File: src/wcs_pkg.sv
// Shared constants and types for the wiper-code serial slave.
package wcs_pkg;
    localparam logic [6:0] DEV_ADDR = 7'h2E;
    localparam logic RW_READ = 1'b1;
    localparam logic [6:0] WIPER_RESET = 7'h40;
    localparam int WIPER_W = 7;
    localparam int TAP_COUNT = 128;
    localparam logic [2:0] BIT_LAST = 3'h7;
    localparam logic [2:0] BIT_FIRST = 3'h0;
    localparam int ADDR_MSB = 7;
    localparam int ADDR_LSB = 1;
    localparam int RW_POS = 0;
    localparam int DATA_MSB = 7;
    localparam logic RD_PAD = 1'b0;
    localparam logic SDA_LOW = 1'b0;

    typedef enum logic [2:0] {
        ST_IDLE,
        ST_ADDR,
        ST_ADDR_ACK,
        ST_WR_DATA,
        ST_WR_ACK,
        ST_RD_DATA,
        ST_RD_ACK
    } wcs_state_t;
endpackage : wcs_pkg

File: src/wcs_line_if.sv
// Line events passed from the bus condition detector to the slave core.
`timescale 1ns/10ps
interface wcs_line_if;
    logic scl_rise;
    logic scl_fall;
    logic start_seen;
    logic stop_seen;
    logic sda_level;

    modport det (
        output scl_rise,
        output scl_fall,
        output start_seen,
        output stop_seen,
        output sda_level
    );
    modport core (
        input scl_rise,
        input scl_fall,
        input start_seen,
        input stop_seen,
        input sda_level
    );
endinterface : wcs_line_if

File: src/wcs_cond_det.sv
// Edge and start/stop detector on the sampled serial lines.
`timescale 1ns/10ps
module wcs_cond_det (
    input wire logic clk,
    input wire logic resetn,
    input wire logic scl_i,
    input wire logic sda_i,
    wcs_line_if.det line
);
    logic scl_q;
    logic sda_q;

    // Idle lines are high, so the history starts high to avoid a false edge.
    always_ff @(posedge clk) begin
        if (!resetn) begin
            scl_q <= 1'b1;
            sda_q <= 1'b1;
        end else begin
            scl_q <= scl_i;
            sda_q <= sda_i;
        end
    end

    assign line.scl_rise = scl_i & ~scl_q;
    assign line.scl_fall = ~scl_i & scl_q;
    assign line.start_seen = scl_i & scl_q & sda_q & ~sda_i;
    assign line.stop_seen = scl_i & scl_q & ~sda_q & sda_i;
    assign line.sda_level = sda_i;
endmodule : wcs_cond_det

File: src/wcs_slave.sv
// Two-wire serial slave holding the 7-bit wiper code.
//
// Operation
// - Respond only when the first seven address bits equal the fixed address.
// - Eighth address bit zero means write, one means read.
// - On address match, hold SDA low through the ninth clock pulse.
// - On mismatch, leave SDA released and idle until the next start.
// - Write data byte: top bit ignored, low seven bits become wiper code.
// - Each byte is eight bits MSB first plus one acknowledge pulse.
// - SDA changes only while SCL is low, stable while SCL high.
// - Read byte is a zero bit then seven wiper bits, nine pulses.
// - Read ends on master no-acknowledge; device then releases SDA.
// - Further write bytes each load the wiper code and are acknowledged.
// - Read returns the wiper code again while the master acknowledges.
// - Wiper code sits in a 7-bit latch driving a one-hot tap decoder.
// - Incoming serial data is sampled on the rising SCL edge.
`timescale 1ns/10ps
module wcs_slave (
    input wire logic clk,
    input wire logic resetn,
    input wire logic scl_i,
    input wire logic sda_i,
    output logic sda_o,
    output logic sda_oe,
    output logic [wcs_pkg::WIPER_W-1:0] wiper_setting_latch,
    output logic [wcs_pkg::TAP_COUNT-1:0] tap_sel
);
    wcs_line_if line ();

    wcs_cond_det u_det (
        .clk(clk),
        .resetn(resetn),
        .scl_i(scl_i),
        .sda_i(sda_i),
        .line(line)
    );

    wcs_pkg::wcs_state_t state_q;
    wcs_pkg::wcs_state_t state_d;
    logic [2:0] bit_q;
    logic [2:0] bit_d;
    logic byte_done_q;
    logic byte_done_d;
    logic [7:0] shift_q;
    logic [7:0] shift_d;
    logic oe_q;
    logic oe_d;
    logic master_ack_q;
    logic master_ack_d;
    logic [wcs_pkg::WIPER_W-1:0] wiper_q;
    logic [wcs_pkg::WIPER_W-1:0] wiper_d;
    logic sda_o_q;

    // Decoding of the shift register and line events.
    wire [7:0] shift_in = {shift_q[6:0], line.sda_level};
    wire in_byte = (state_q == wcs_pkg::ST_ADDR) ||
                   (state_q == wcs_pkg::ST_WR_DATA) ||
                   (state_q == wcs_pkg::ST_RD_DATA);
    wire last_bit = (bit_q == wcs_pkg::BIT_LAST);
    wire addr_hit = (shift_q[wcs_pkg::ADDR_MSB:wcs_pkg::ADDR_LSB] ==
                     wcs_pkg::DEV_ADDR);
    wire rw_read = (shift_q[wcs_pkg::RW_POS] == wcs_pkg::RW_READ);
    wire wr_byte_done = (state_q == wcs_pkg::ST_WR_DATA) &&
                        line.scl_rise && last_bit;
    wire [7:0] rd_load = {wcs_pkg::RD_PAD, wiper_q};
    // The device pulls low for a zero bit and releases for a one bit.
    wire rd_drive = (shift_q[wcs_pkg::DATA_MSB] == wcs_pkg::SDA_LOW);
    wire rd_first_drive = (rd_load[wcs_pkg::DATA_MSB] == wcs_pkg::SDA_LOW);

    // Wiper loads at the eighth rising edge, so a stop that slips in
    // before the acknowledge still keeps the complete byte.
    assign wiper_d = wr_byte_done ?
                     shift_in[wcs_pkg::WIPER_W-1:0] : wiper_q;

    always_comb begin
        state_d = state_q;
        bit_d = bit_q;
        byte_done_d = byte_done_q;
        shift_d = shift_q;
        oe_d = oe_q;
        master_ack_d = master_ack_q;
        if (line.start_seen) begin
            // A start anywhere, even a repeated one, restarts addressing.
            state_d = wcs_pkg::ST_ADDR;
            bit_d = wcs_pkg::BIT_FIRST;
            byte_done_d = 1'b0;
            oe_d = 1'b0;
        end else if (line.stop_seen) begin
            state_d = wcs_pkg::ST_IDLE;
            bit_d = wcs_pkg::BIT_FIRST;
            byte_done_d = 1'b0;
            oe_d = 1'b0;
        end else if (line.scl_rise) begin
            if (in_byte && !byte_done_q) begin
                shift_d = shift_in;
                bit_d = bit_q + 3'h1;
                byte_done_d = last_bit;
            end
            if (state_q == wcs_pkg::ST_RD_ACK) begin
                master_ack_d = (line.sda_level == wcs_pkg::SDA_LOW);
            end
        end else if (line.scl_fall) begin
            // Every drive change happens on a falling edge, SCL low.
            case (state_q)
                wcs_pkg::ST_ADDR: begin
                    if (byte_done_q) begin
                        byte_done_d = 1'b0;
                        if (addr_hit) begin
                            state_d = wcs_pkg::ST_ADDR_ACK;
                            oe_d = 1'b1;
                        end else begin
                            state_d = wcs_pkg::ST_IDLE;
                            oe_d = 1'b0;
                        end
                    end
                end
                wcs_pkg::ST_ADDR_ACK: begin
                    bit_d = wcs_pkg::BIT_FIRST;
                    if (rw_read) begin
                        state_d = wcs_pkg::ST_RD_DATA;
                        shift_d = rd_load;
                        oe_d = rd_first_drive;
                    end else begin
                        state_d = wcs_pkg::ST_WR_DATA;
                        oe_d = 1'b0;
                    end
                end
                wcs_pkg::ST_WR_DATA: begin
                    if (byte_done_q) begin
                        byte_done_d = 1'b0;
                        state_d = wcs_pkg::ST_WR_ACK;
                        oe_d = 1'b1;
                    end
                end
                wcs_pkg::ST_WR_ACK: begin
                    state_d = wcs_pkg::ST_WR_DATA;
                    bit_d = wcs_pkg::BIT_FIRST;
                    oe_d = 1'b0;
                end
                wcs_pkg::ST_RD_DATA: begin
                    if (byte_done_q) begin
                        byte_done_d = 1'b0;
                        state_d = wcs_pkg::ST_RD_ACK;
                        oe_d = 1'b0;
                    end else begin
                        oe_d = rd_drive;
                    end
                end
                wcs_pkg::ST_RD_ACK: begin
                    bit_d = wcs_pkg::BIT_FIRST;
                    if (master_ack_q) begin
                        state_d = wcs_pkg::ST_RD_DATA;
                        shift_d = rd_load;
                        oe_d = rd_first_drive;
                    end else begin
                        // No acknowledge: let go and wait for the stop.
                        state_d = wcs_pkg::ST_IDLE;
                        oe_d = 1'b0;
                    end
                end
                default: begin
                    oe_d = 1'b0;
                end
            endcase
        end
    end

    always_ff @(posedge clk) begin
        if (!resetn) begin
            state_q <= wcs_pkg::ST_IDLE;
            bit_q <= wcs_pkg::BIT_FIRST;
            byte_done_q <= 1'b0;
            shift_q <= 8'h00;
            oe_q <= 1'b0;
            master_ack_q <= 1'b0;
            wiper_q <= wcs_pkg::WIPER_RESET;
            sda_o_q <= wcs_pkg::SDA_LOW;
        end else begin
            state_q <= state_d;
            bit_q <= bit_d;
            byte_done_q <= byte_done_d;
            shift_q <= shift_d;
            oe_q <= oe_d;
            master_ack_q <= master_ack_d;
            wiper_q <= wiper_d;
            sda_o_q <= wcs_pkg::SDA_LOW;
        end
    end

    // The line is open drain: only a low is ever driven.
    assign sda_o = sda_o_q;
    assign sda_oe = oe_q;
    assign wiper_setting_latch = wiper_q;

    wcs_tap_decoder u_tap (
        .clk(clk),
        .resetn(resetn),
        .code(wiper_q),
        .tap_sel(tap_sel)
    );
endmodule : wcs_slave

File: src/wcs_tap_decoder.sv
// One-hot decoder from wiper code to resistor tap select.
`timescale 1ns/10ps
module wcs_tap_decoder (
    input wire logic clk,
    input wire logic resetn,
    input wire logic [wcs_pkg::WIPER_W-1:0] code,
    output logic [wcs_pkg::TAP_COUNT-1:0] tap_sel
);
    logic [wcs_pkg::TAP_COUNT-1:0] tap_d;
    logic [wcs_pkg::TAP_COUNT-1:0] tap_q;

    genvar gi;
    generate
        for (gi = 0; gi < wcs_pkg::TAP_COUNT; gi++) begin : g_tap
            assign tap_d[gi] = (int'(code) == gi);
        end
    endgenerate

    always_ff @(posedge clk) begin
        if (!resetn) begin
            // Reset selects the midscale tap so the decoder agrees with the
            // preset latch instead of showing tap zero for a cycle.
            tap_q <= {{(wcs_pkg::TAP_COUNT-1){1'b0}}, 1'b1} <<
                     wcs_pkg::WIPER_RESET;
        end else begin
            tap_q <= tap_d;
        end
    end

    assign tap_sel = tap_q;
endmodule : wcs_tap_decoder
File: config.mk
export PLATFORM = sky130hd
export DESIGN_NAME = wcs_slave
export DESIGN_NICKNAME = d
export VERILOG_FILES = /design/src/wcs_pkg.sv /design/src/wcs_line_if.sv /design/src/wcs_cond_det.sv /design/src/wcs_slave.sv /design/src/wcs_tap_decoder.sv
export SDC_FILE = /design/constraint.sdc
export NUM_CORES = 1
export LEC_CHECK = 0
export BUFFER_PORTS_ARGS = -buffer_cell sky130_fd_sc_hd__buf_2
export CAP_MARGIN = 20
export CORE_ASPECT_RATIO = 0.6
export CORE_MARGIN = 3
export CORE_UTILIZATION = 54
export CTS_CLUSTER_SIZE = 20
export DETAILED_ROUTE_END_ITERATION = 10
export PLACE_DENSITY = 0.87
export SETUP_SLACK_MARGIN = 0.02
export SYNTH_ARGS = -nofsm -noshare
export SYNTH_HDL_FRONTEND = slang
export SYNTH_SLANG_ARGS = --single-unit
File: constraint.sdc
create_clock -name clk -period 3 [get_ports clk]
set_input_delay 0.15 -clock clk [delete_from_list [all_inputs] [get_ports clk]]
set_output_delay 0.15 -clock clk [all_outputs]
set_load 0.02 [all_outputs]
==> impl_results.md, run 1 <==
- # diodes: 0
- Starting Density: 0.580
- Post-place setup slack: 1.13 ns
- Largest fanout on the critical path: 14
- RR Endpoint: wiper_setting_latch[6]
- Vias per std cell: 5.27
- Routability Congestion: 0.938
- DRC viols: 0
- Status: finished clean
- Layer with the highest usage: met2
- Layout Skew: 0.00831 ns
- DR vias: 3817
- Gr usage total: 0.268
- Hold endpoint: master_ack_q
- Logic gate share of total power: 0.013
- Vias in the first global route: 3802
- Clock-pin slew on the worst setup and hold paths: 0.06 ns
- Met3 GRT Util: 0.0911
- Final Hold Viols: 0
- Post-CTS Setup Bufs: 0
- Distinct cells, synth: 47
- Number of buffers created by CTS: 17
- DIE AREA: 0.0100 mm^2
- Worst Setup Path Type: primary input to flip-flop
- Internal: 3.60 mW
- Hold Startpoint: sda_i
- I/O pin cnt: 141
- Warning count from the yosys run: 0
- Fin crit period: 1.92 ns
- CTS tree: yes
- Global-route wire length before repair: 20.1 mm
- Post-synth EDFFs: 0
- Maximum vdd drop: 0.000489 V
- Maximum clock rate: 0.522 GHz
- Clock sink count: 154
- Post-DP HPWL: 8.54 mm
- Detail Route Antenna Nets: 0
- Critical path arrival: 2.21 ns
- Hold_buf cts: 1
- DR WL/cell: 17.9 um
- H-tree depth: 4
- Number of synthesized register bits: 154
- Crit end category: flip-flop
- Initial antenna violation count: 0
- Final wirelength: 12.9 mm
- CP max stage cell: or3_1
- P_leak: 2.88 nW
- Clk Latency, worst-skew pair: 0.42 ns
- Cell area after synthesis: 0.00475 mm^2
- Async SR Flop Fraction: 0
- Hold path cells: 2
- Std cell rows: 25
- Gr ovfl total: 0
- Synth area leader: dfxtp_1
- # setup viols final: 0
- Post-Layout Cell Count: 724
- GR Util met1: 0.343
- Reg2reg start: u_det.scl_q
- Final period util: 0.639
- Max-slew violations: 0
- Switching power: 0.890 mW
- Sequential area share after synthesis: 0.648
- Die height: 78.7 um
- Synth Instances: 469
- TritonRoute pass-1 iters: 5
- Ys flop type: dfxtp_1
- Clock Power Share: 0.529
- Core area: 0.00820 mm^2
- CP Data Required Time: 3.29 ns
- Worst slew pin tran: 0.845 ns
- Clk root buf: clkbuf_16
- Share of cells above drive strength 1: 0.308
- Final nets: 612
- Max-Slew Margin vs Limit: 0.435
- Worst Hold Class: primary input to flip-flop
- Placed Cells: 691
- Syn avg cell area: 10.1 um^2
- # port buffers: 139
- Sequential group share of total power: 0.458
- R2R depth: 7
- CP Launch Type: primary input
- Area fraction of the dominant cell type after synthesis: 0.648
- Top cells by area, synth: dfxtp_1 65%, nor2_1 12%, mux2i_1 3.4%, nand2_1 3.1%, mux2_2 1.7%
- Max Root-Sink Buffers: 2
- Starting DRT DRC Count: 355
- Design area: 0.00613 mm^2
- PostCTS Resize Cnt: 0
- GRT met2 Usage: 0.424
- Pwr dens: 731 mW/mm^2
- Max-cap violations: 0
- Final setup TNS: 0 ns
- Crit-path cells: dlygate4sd3_1 > buf_2 > ha_1 > buf_4 > inv_1 > or3_1 > mux2i_1 > nand2_1
- Area after DPL: 0.00546 mm^2
- Die X: 127 um
- RSZ-0062 raised after global routing: no
- Util after Layout: 0.748
- Reg2Reg Setup Slack: 1.10 ns
- Largest net degree at the start of global routing: 21
- Sw Share: 0.198
- Slowest stage delay, CP: 0.56 ns
- Mapped Nets: 478
- Post-route setup slack: 1.08 ns
- P&R area growth vs syn: 29.0%
-- layer usage --
metal / wire length (um) / part of all wire
met1: 5540 / 0.43
met2: 5850 / 0.45
met4: 265 / 0.020
met5: 0 / 0
met3: 1290 / 0.099
-- metrics by stage --
stage,hold WS (ns),power (mW)
2_1_floorplan,0.246,2.14
3_3_place_gp,0.382,2.15
3_5_place_dp,0.403,2.15
6_report,0.0486,4.48
5_1_grt,0.0384,4.59
4_1_cts,0.0375,4.49
-- power groups by stage --
stage / clock [mW] / sequential (mW) / combinational, mW
floorplan: 0 / 2.10 / 0.0420
global placement: 0 / 2.10 / 0.0525
detailed placement: 0 / 2.10 / 0.0542
CTS: 2.38 / 2.05 / 0.0566
global route: 2.48 / 2.05 / 0.0626
finish: 2.37 / 2.05 / 0.0578
-- cells in the final DEF, fill, tap and decap left out, types with 4 or more instances in the layout --
cell type	synthesis	routed
nand3b_1	6	6
nor2_1	146	146
dfxtp_1	154	154
mux2i_1	16	16
inv_1	6	6
clkbuf_16	0	17
bufinv_16	0	5
nor2b_1	5	5
buf_2	11	139
ha_1	5	5
mux2_2	7	7
nand3_1	8	8
a211oi_1	4	4
nand2b_1	6	6
nand2_1	39	39
-- how the worst max path moves through the flow --
stage	start	to	cells past startpoint
finish	scl_i	wiper_setting_latch[6]	8
global route	scl_i	wiper_setting_latch[1]	8
CTS	scl_i	wiper_setting_latch[1]	8
detailed placement	u_det.scl_q	wiper_setting_latch[1]	7
global placement	u_det.scl_q	wiper_setting_latch[6]	7
floorplan	u_det.scl_q	wiper_setting_latch[6]	8
-- critical path, delay by kind of cell --
family | cells | cell delay [ns]
multiplexers | 1 | 0.21
adder cells (fa/ha/maj) | 1 | 0.23
buffers and inverters | 4 | 0.99
AND/OR/NAND/NOR | 2 | 0.62
-- cells in the mapped netlist (3+ instances only) --
| cell | number |
|---|---|
| dfxtp_1 | 154 |
| a211oi_1 | 4 |
| clkbuf_1 | 10 |
| nand2b_1 | 6 |
| nand2_1 | 39 |
| a21oi_1 | 3 |
| mux2i_1 | 16 |
| buf_2 | 11 |
| nand3_1 | 8 |
| nand3b_1 | 6 |
| nor2_1 | 146 |
| nor2b_1 | 5 |
| inv_1 | 6 |
| mux2_2 | 7 |
| ha_1 | 5 |
-- logic make-up (layout without fill, tap and decap cells) --
| family | count (synthesis) | after routing | share of synthesized area |
|---|---|---|---|
| simple gates | 225 | 225 | 0.205 |
| compound gates | 27 | 27 | 0.0468 |
| fa+ha+maj | 5 | 5 | 0.0132 |
| flops | 154 | 154 | 0.648 |
| xor+xnor | 1 | 1 | 0.00184 |
| other cells | 1 | 1 | 0.000789 |
| mux | 23 | 23 | 0.0503 |
| buf+inv | 33 | 180 | 0.0337 |
-- cell type report --
class | count | area (um^2)
Clock buffer | 19 | 453
Clock inverter | 13 | 211
Fill cell | 540 | 2060
Inverter | 7 | 26.3
Multi-Input combinational cell | 282 | 1510
Sequential cell | 154 | 3080
Tap cell | 108 | 135
Timing Repair Buffer | 141 | 713
-- state kept, by name, summed over array words and instances (netlist names) --
| signal | count |
|---|---|
| shift_q | 8 |
| sda_oe | 1 |
| u_det.sda_q | 1 |
| bit_q | 3 |
| master_ack_q | 1 |
| u_det.scl_q | 1 |
| u_tap.tap_sel | 128 |
| wiper_setting_latch | 7 |
| byte_done_q | 1 |
| state_q | 3 |
No activity file was read; power rests on OpenSTA's default activity.
==> run 2: changes to the inputs <==
--- a/config.mk
+++ b/config.mk
@@ -9,10 +9,10 @@
 export CAP_MARGIN = 20
 export CORE_ASPECT_RATIO = 0.6
 export CORE_MARGIN = 3
-export CORE_UTILIZATION = 54
+export CORE_UTILIZATION = 50
 export CTS_CLUSTER_SIZE = 20
 export DETAILED_ROUTE_END_ITERATION = 10
-export PLACE_DENSITY = 0.87
+export PLACE_DENSITY = 0.82
 export SETUP_SLACK_MARGIN = 0.02
 export SYNTH_ARGS = -nofsm -noshare
 export SYNTH_HDL_FRONTEND = slang
==> constraint.sdc (replaced) <==
create_clock -name clk -period 2 [get_ports clk]
set_input_delay 0.1 -clock clk [delete_from_list [all_inputs] [get_ports clk]]
set_output_delay 0.1 -clock clk [all_outputs]
set_load 0.02 [all_outputs]
==> impl_results.md, run 2 (synthesized netlist as in run 1, its figures left out) <==
- Die X: 132 um
- Hold Startpoint: scl_i
- Maximum vdd drop: 0.000635 V
- Largest fanout on the critical path: 7
- Critical path arrival: 2.08 ns
- Clk Latency, worst-skew pair: 0.42 ns
- TritonRoute pass-1 iters: 4
- Crit-path cells: inv_1 > ha_1 > inv_1 > or3_1 > mux2i_1 > nand2_1
- Gr usage total: 0.236
- Most common cell after layout, fill and taps aside: dfxtp_1
- Most frequent cells in the layout: 154 x dfxtp_1, 146 x nor2_1, 139 x buf_2
- Post-DP HPWL: 8.54 mm
- # setup viols final: 0
- Final wirelength: 12.4 mm
- DIE AREA: 0.0108 mm^2
- Reg2Reg Setup Slack: 0.21 ns
- Clock sink count: 154
- Final nets: 621
- H-tree depth: 4
- Pwr dens: 1080 mW/mm^2
- Initial antenna violation count: 0
- P_leak: 2.92 nW
- Final setup TNS: 0 ns
- Largest register FFs: 128
- Reg2reg start: u_det.scl_q
- Max-cap violations: 0
- Cell repeated most along the worst path: inv_1
- Hold endpoint: u_det.scl_q
- FILL cells: 645
- CTS tree: yes
- Overall Power: 6.72 mW
- Core area: 0.00888 mm^2
- Worst Hold Class: primary input to flip-flop
- Max-slew violations: 0
- P&R area growth vs syn: 30.9%
- Slowest stage delay, CP: 0.60 ns
- Max Root-Sink Buffers: 2
- RSZ-0062 raised after global routing: no
- Crit end category: flip-flop
- Max-Slew Margin vs Limit: 0.532
- Status: finished clean
- Starting DRT DRC Count: 245
- Clock-pin slew on the worst setup and hold paths: 0.06 ns
- Share of cells above drive strength 1: 0.315
- Die height: 81.5 um
- Std cell rows: 26
- # port buffers: 139
- Routability Congestion: 0.888
- Final period util: 0.894
- PostCTS Resize Cnt: 0
- CP max stage cell: or3_1
- Vias per std cell: 5.01
- Clk root buf: clkbuf_16
- Fin crit period: 1.79 ns
- Number of buffers created by CTS: 17
- Starting Density: 0.535
- R2R depth: 6
- # diodes: 0
- Vias in the first global route: 3734
- Largest net degree at the start of global routing: 17
- I/O pin cnt: 141
- Global-route wire length before repair: 19.4 mm
- Worst Setup Path Type: flip-flop to flip-flop
- DR WL/cell: 16.5 um
- Worst slew pin tran: 0.702 ns
- CP Data Required Time: 2.30 ns
- Maximum clock rate: 0.559 GHz
- Final Hold Viols: 0
- Hold path cells: 4
- CP Launch Type: flip-flop
- DRC viols: 0
- Gr ovfl total: 0
- RR Endpoint: wiper_setting_latch[6]
- DR vias: 3761
- Layout Skew: 0.00823 ns
- Detail Route Antenna Nets: 0
run 2: cell types whose count changed in the layout (fill, tap and decap cells not counted), sizes merged:
cell and change:
dlygate4sd3 +2, inv +3, clkbuf -2, buf +7, clkinvlp -1
run 2: per-layer routing:
metal	track usage	vias up	wire (um)
met3	0.0765	14	1060
met2	0.384	169	5650
met1	0.296	1778	5580
li1	-	1800	-
met4	0.0975	0	129
met5	0	-	0
run 2: through the flow:
step	setup slack (ns)	hold slack, ns	util	instance area, um^2	cells
4_1_cts	0.213	0.460	0.701	6230	751
3_3_place_gp	0.327	0.334	0.623	5530	716
3_5_place_dp	0.232	0.359	0.623	5530	716
2_1_floorplan	0.462	0.196	-	4750	469
6_report	0.212	0.464	0.701	6230	751
5_1_grt	0.0988	0.502	0.701	6230	751
run 2: how the worst max path moves through the flow:
stage | endpoint | startpoint | cells after the start
final | wiper_setting_latch[6] | u_det.scl_q | 6
after global placement | wiper_setting_latch[6] | u_det.scl_q | 6
after floorplan | wiper_setting_latch[6] | u_det.scl_q | 8
after CTS | wiper_setting_latch[6] | u_det.scl_q | 6
after detailed placement | wiper_setting_latch[6] | u_det.scl_q | 6
after global routing | wiper_setting_latch[6] | u_det.scl_q | 6
run 2: power breakdown:
part,internal (mW),leakage [nW],total [mW],switching (mW)
sequential,3.07,1.24,3.08,0.00699
clock,2.25,0.325,3.54,1.30
combinational,0.0351,1.35,0.0925,0.0574
run 2: area by class of cell:
type,count,area [um^2],area share
timing repair buffer,150,786,0.126
clock buffer,17,425,0.0683
multi-input combinational,282,1510,0.243
inverter,7,26.3,0.00422
clock inverter,15,236,0.0380
sequential,154,3080,0.495
tap,126,158,0.0253
run 2: critical path, delay by kind of cell, from the launching register on:
family                     cells  cell delay (ns)
and+or+nand+nor                2             0.66
DFF                            1             0.33
adders and majority gates      1             0.26
muxes                          1             0.23
buffers and inverters          2             0.18
run 2: timing repair:
action,in CTS,in global routing
hold buffers,3,0
hold endpoints to repair,4,0
setup buffers,0,0
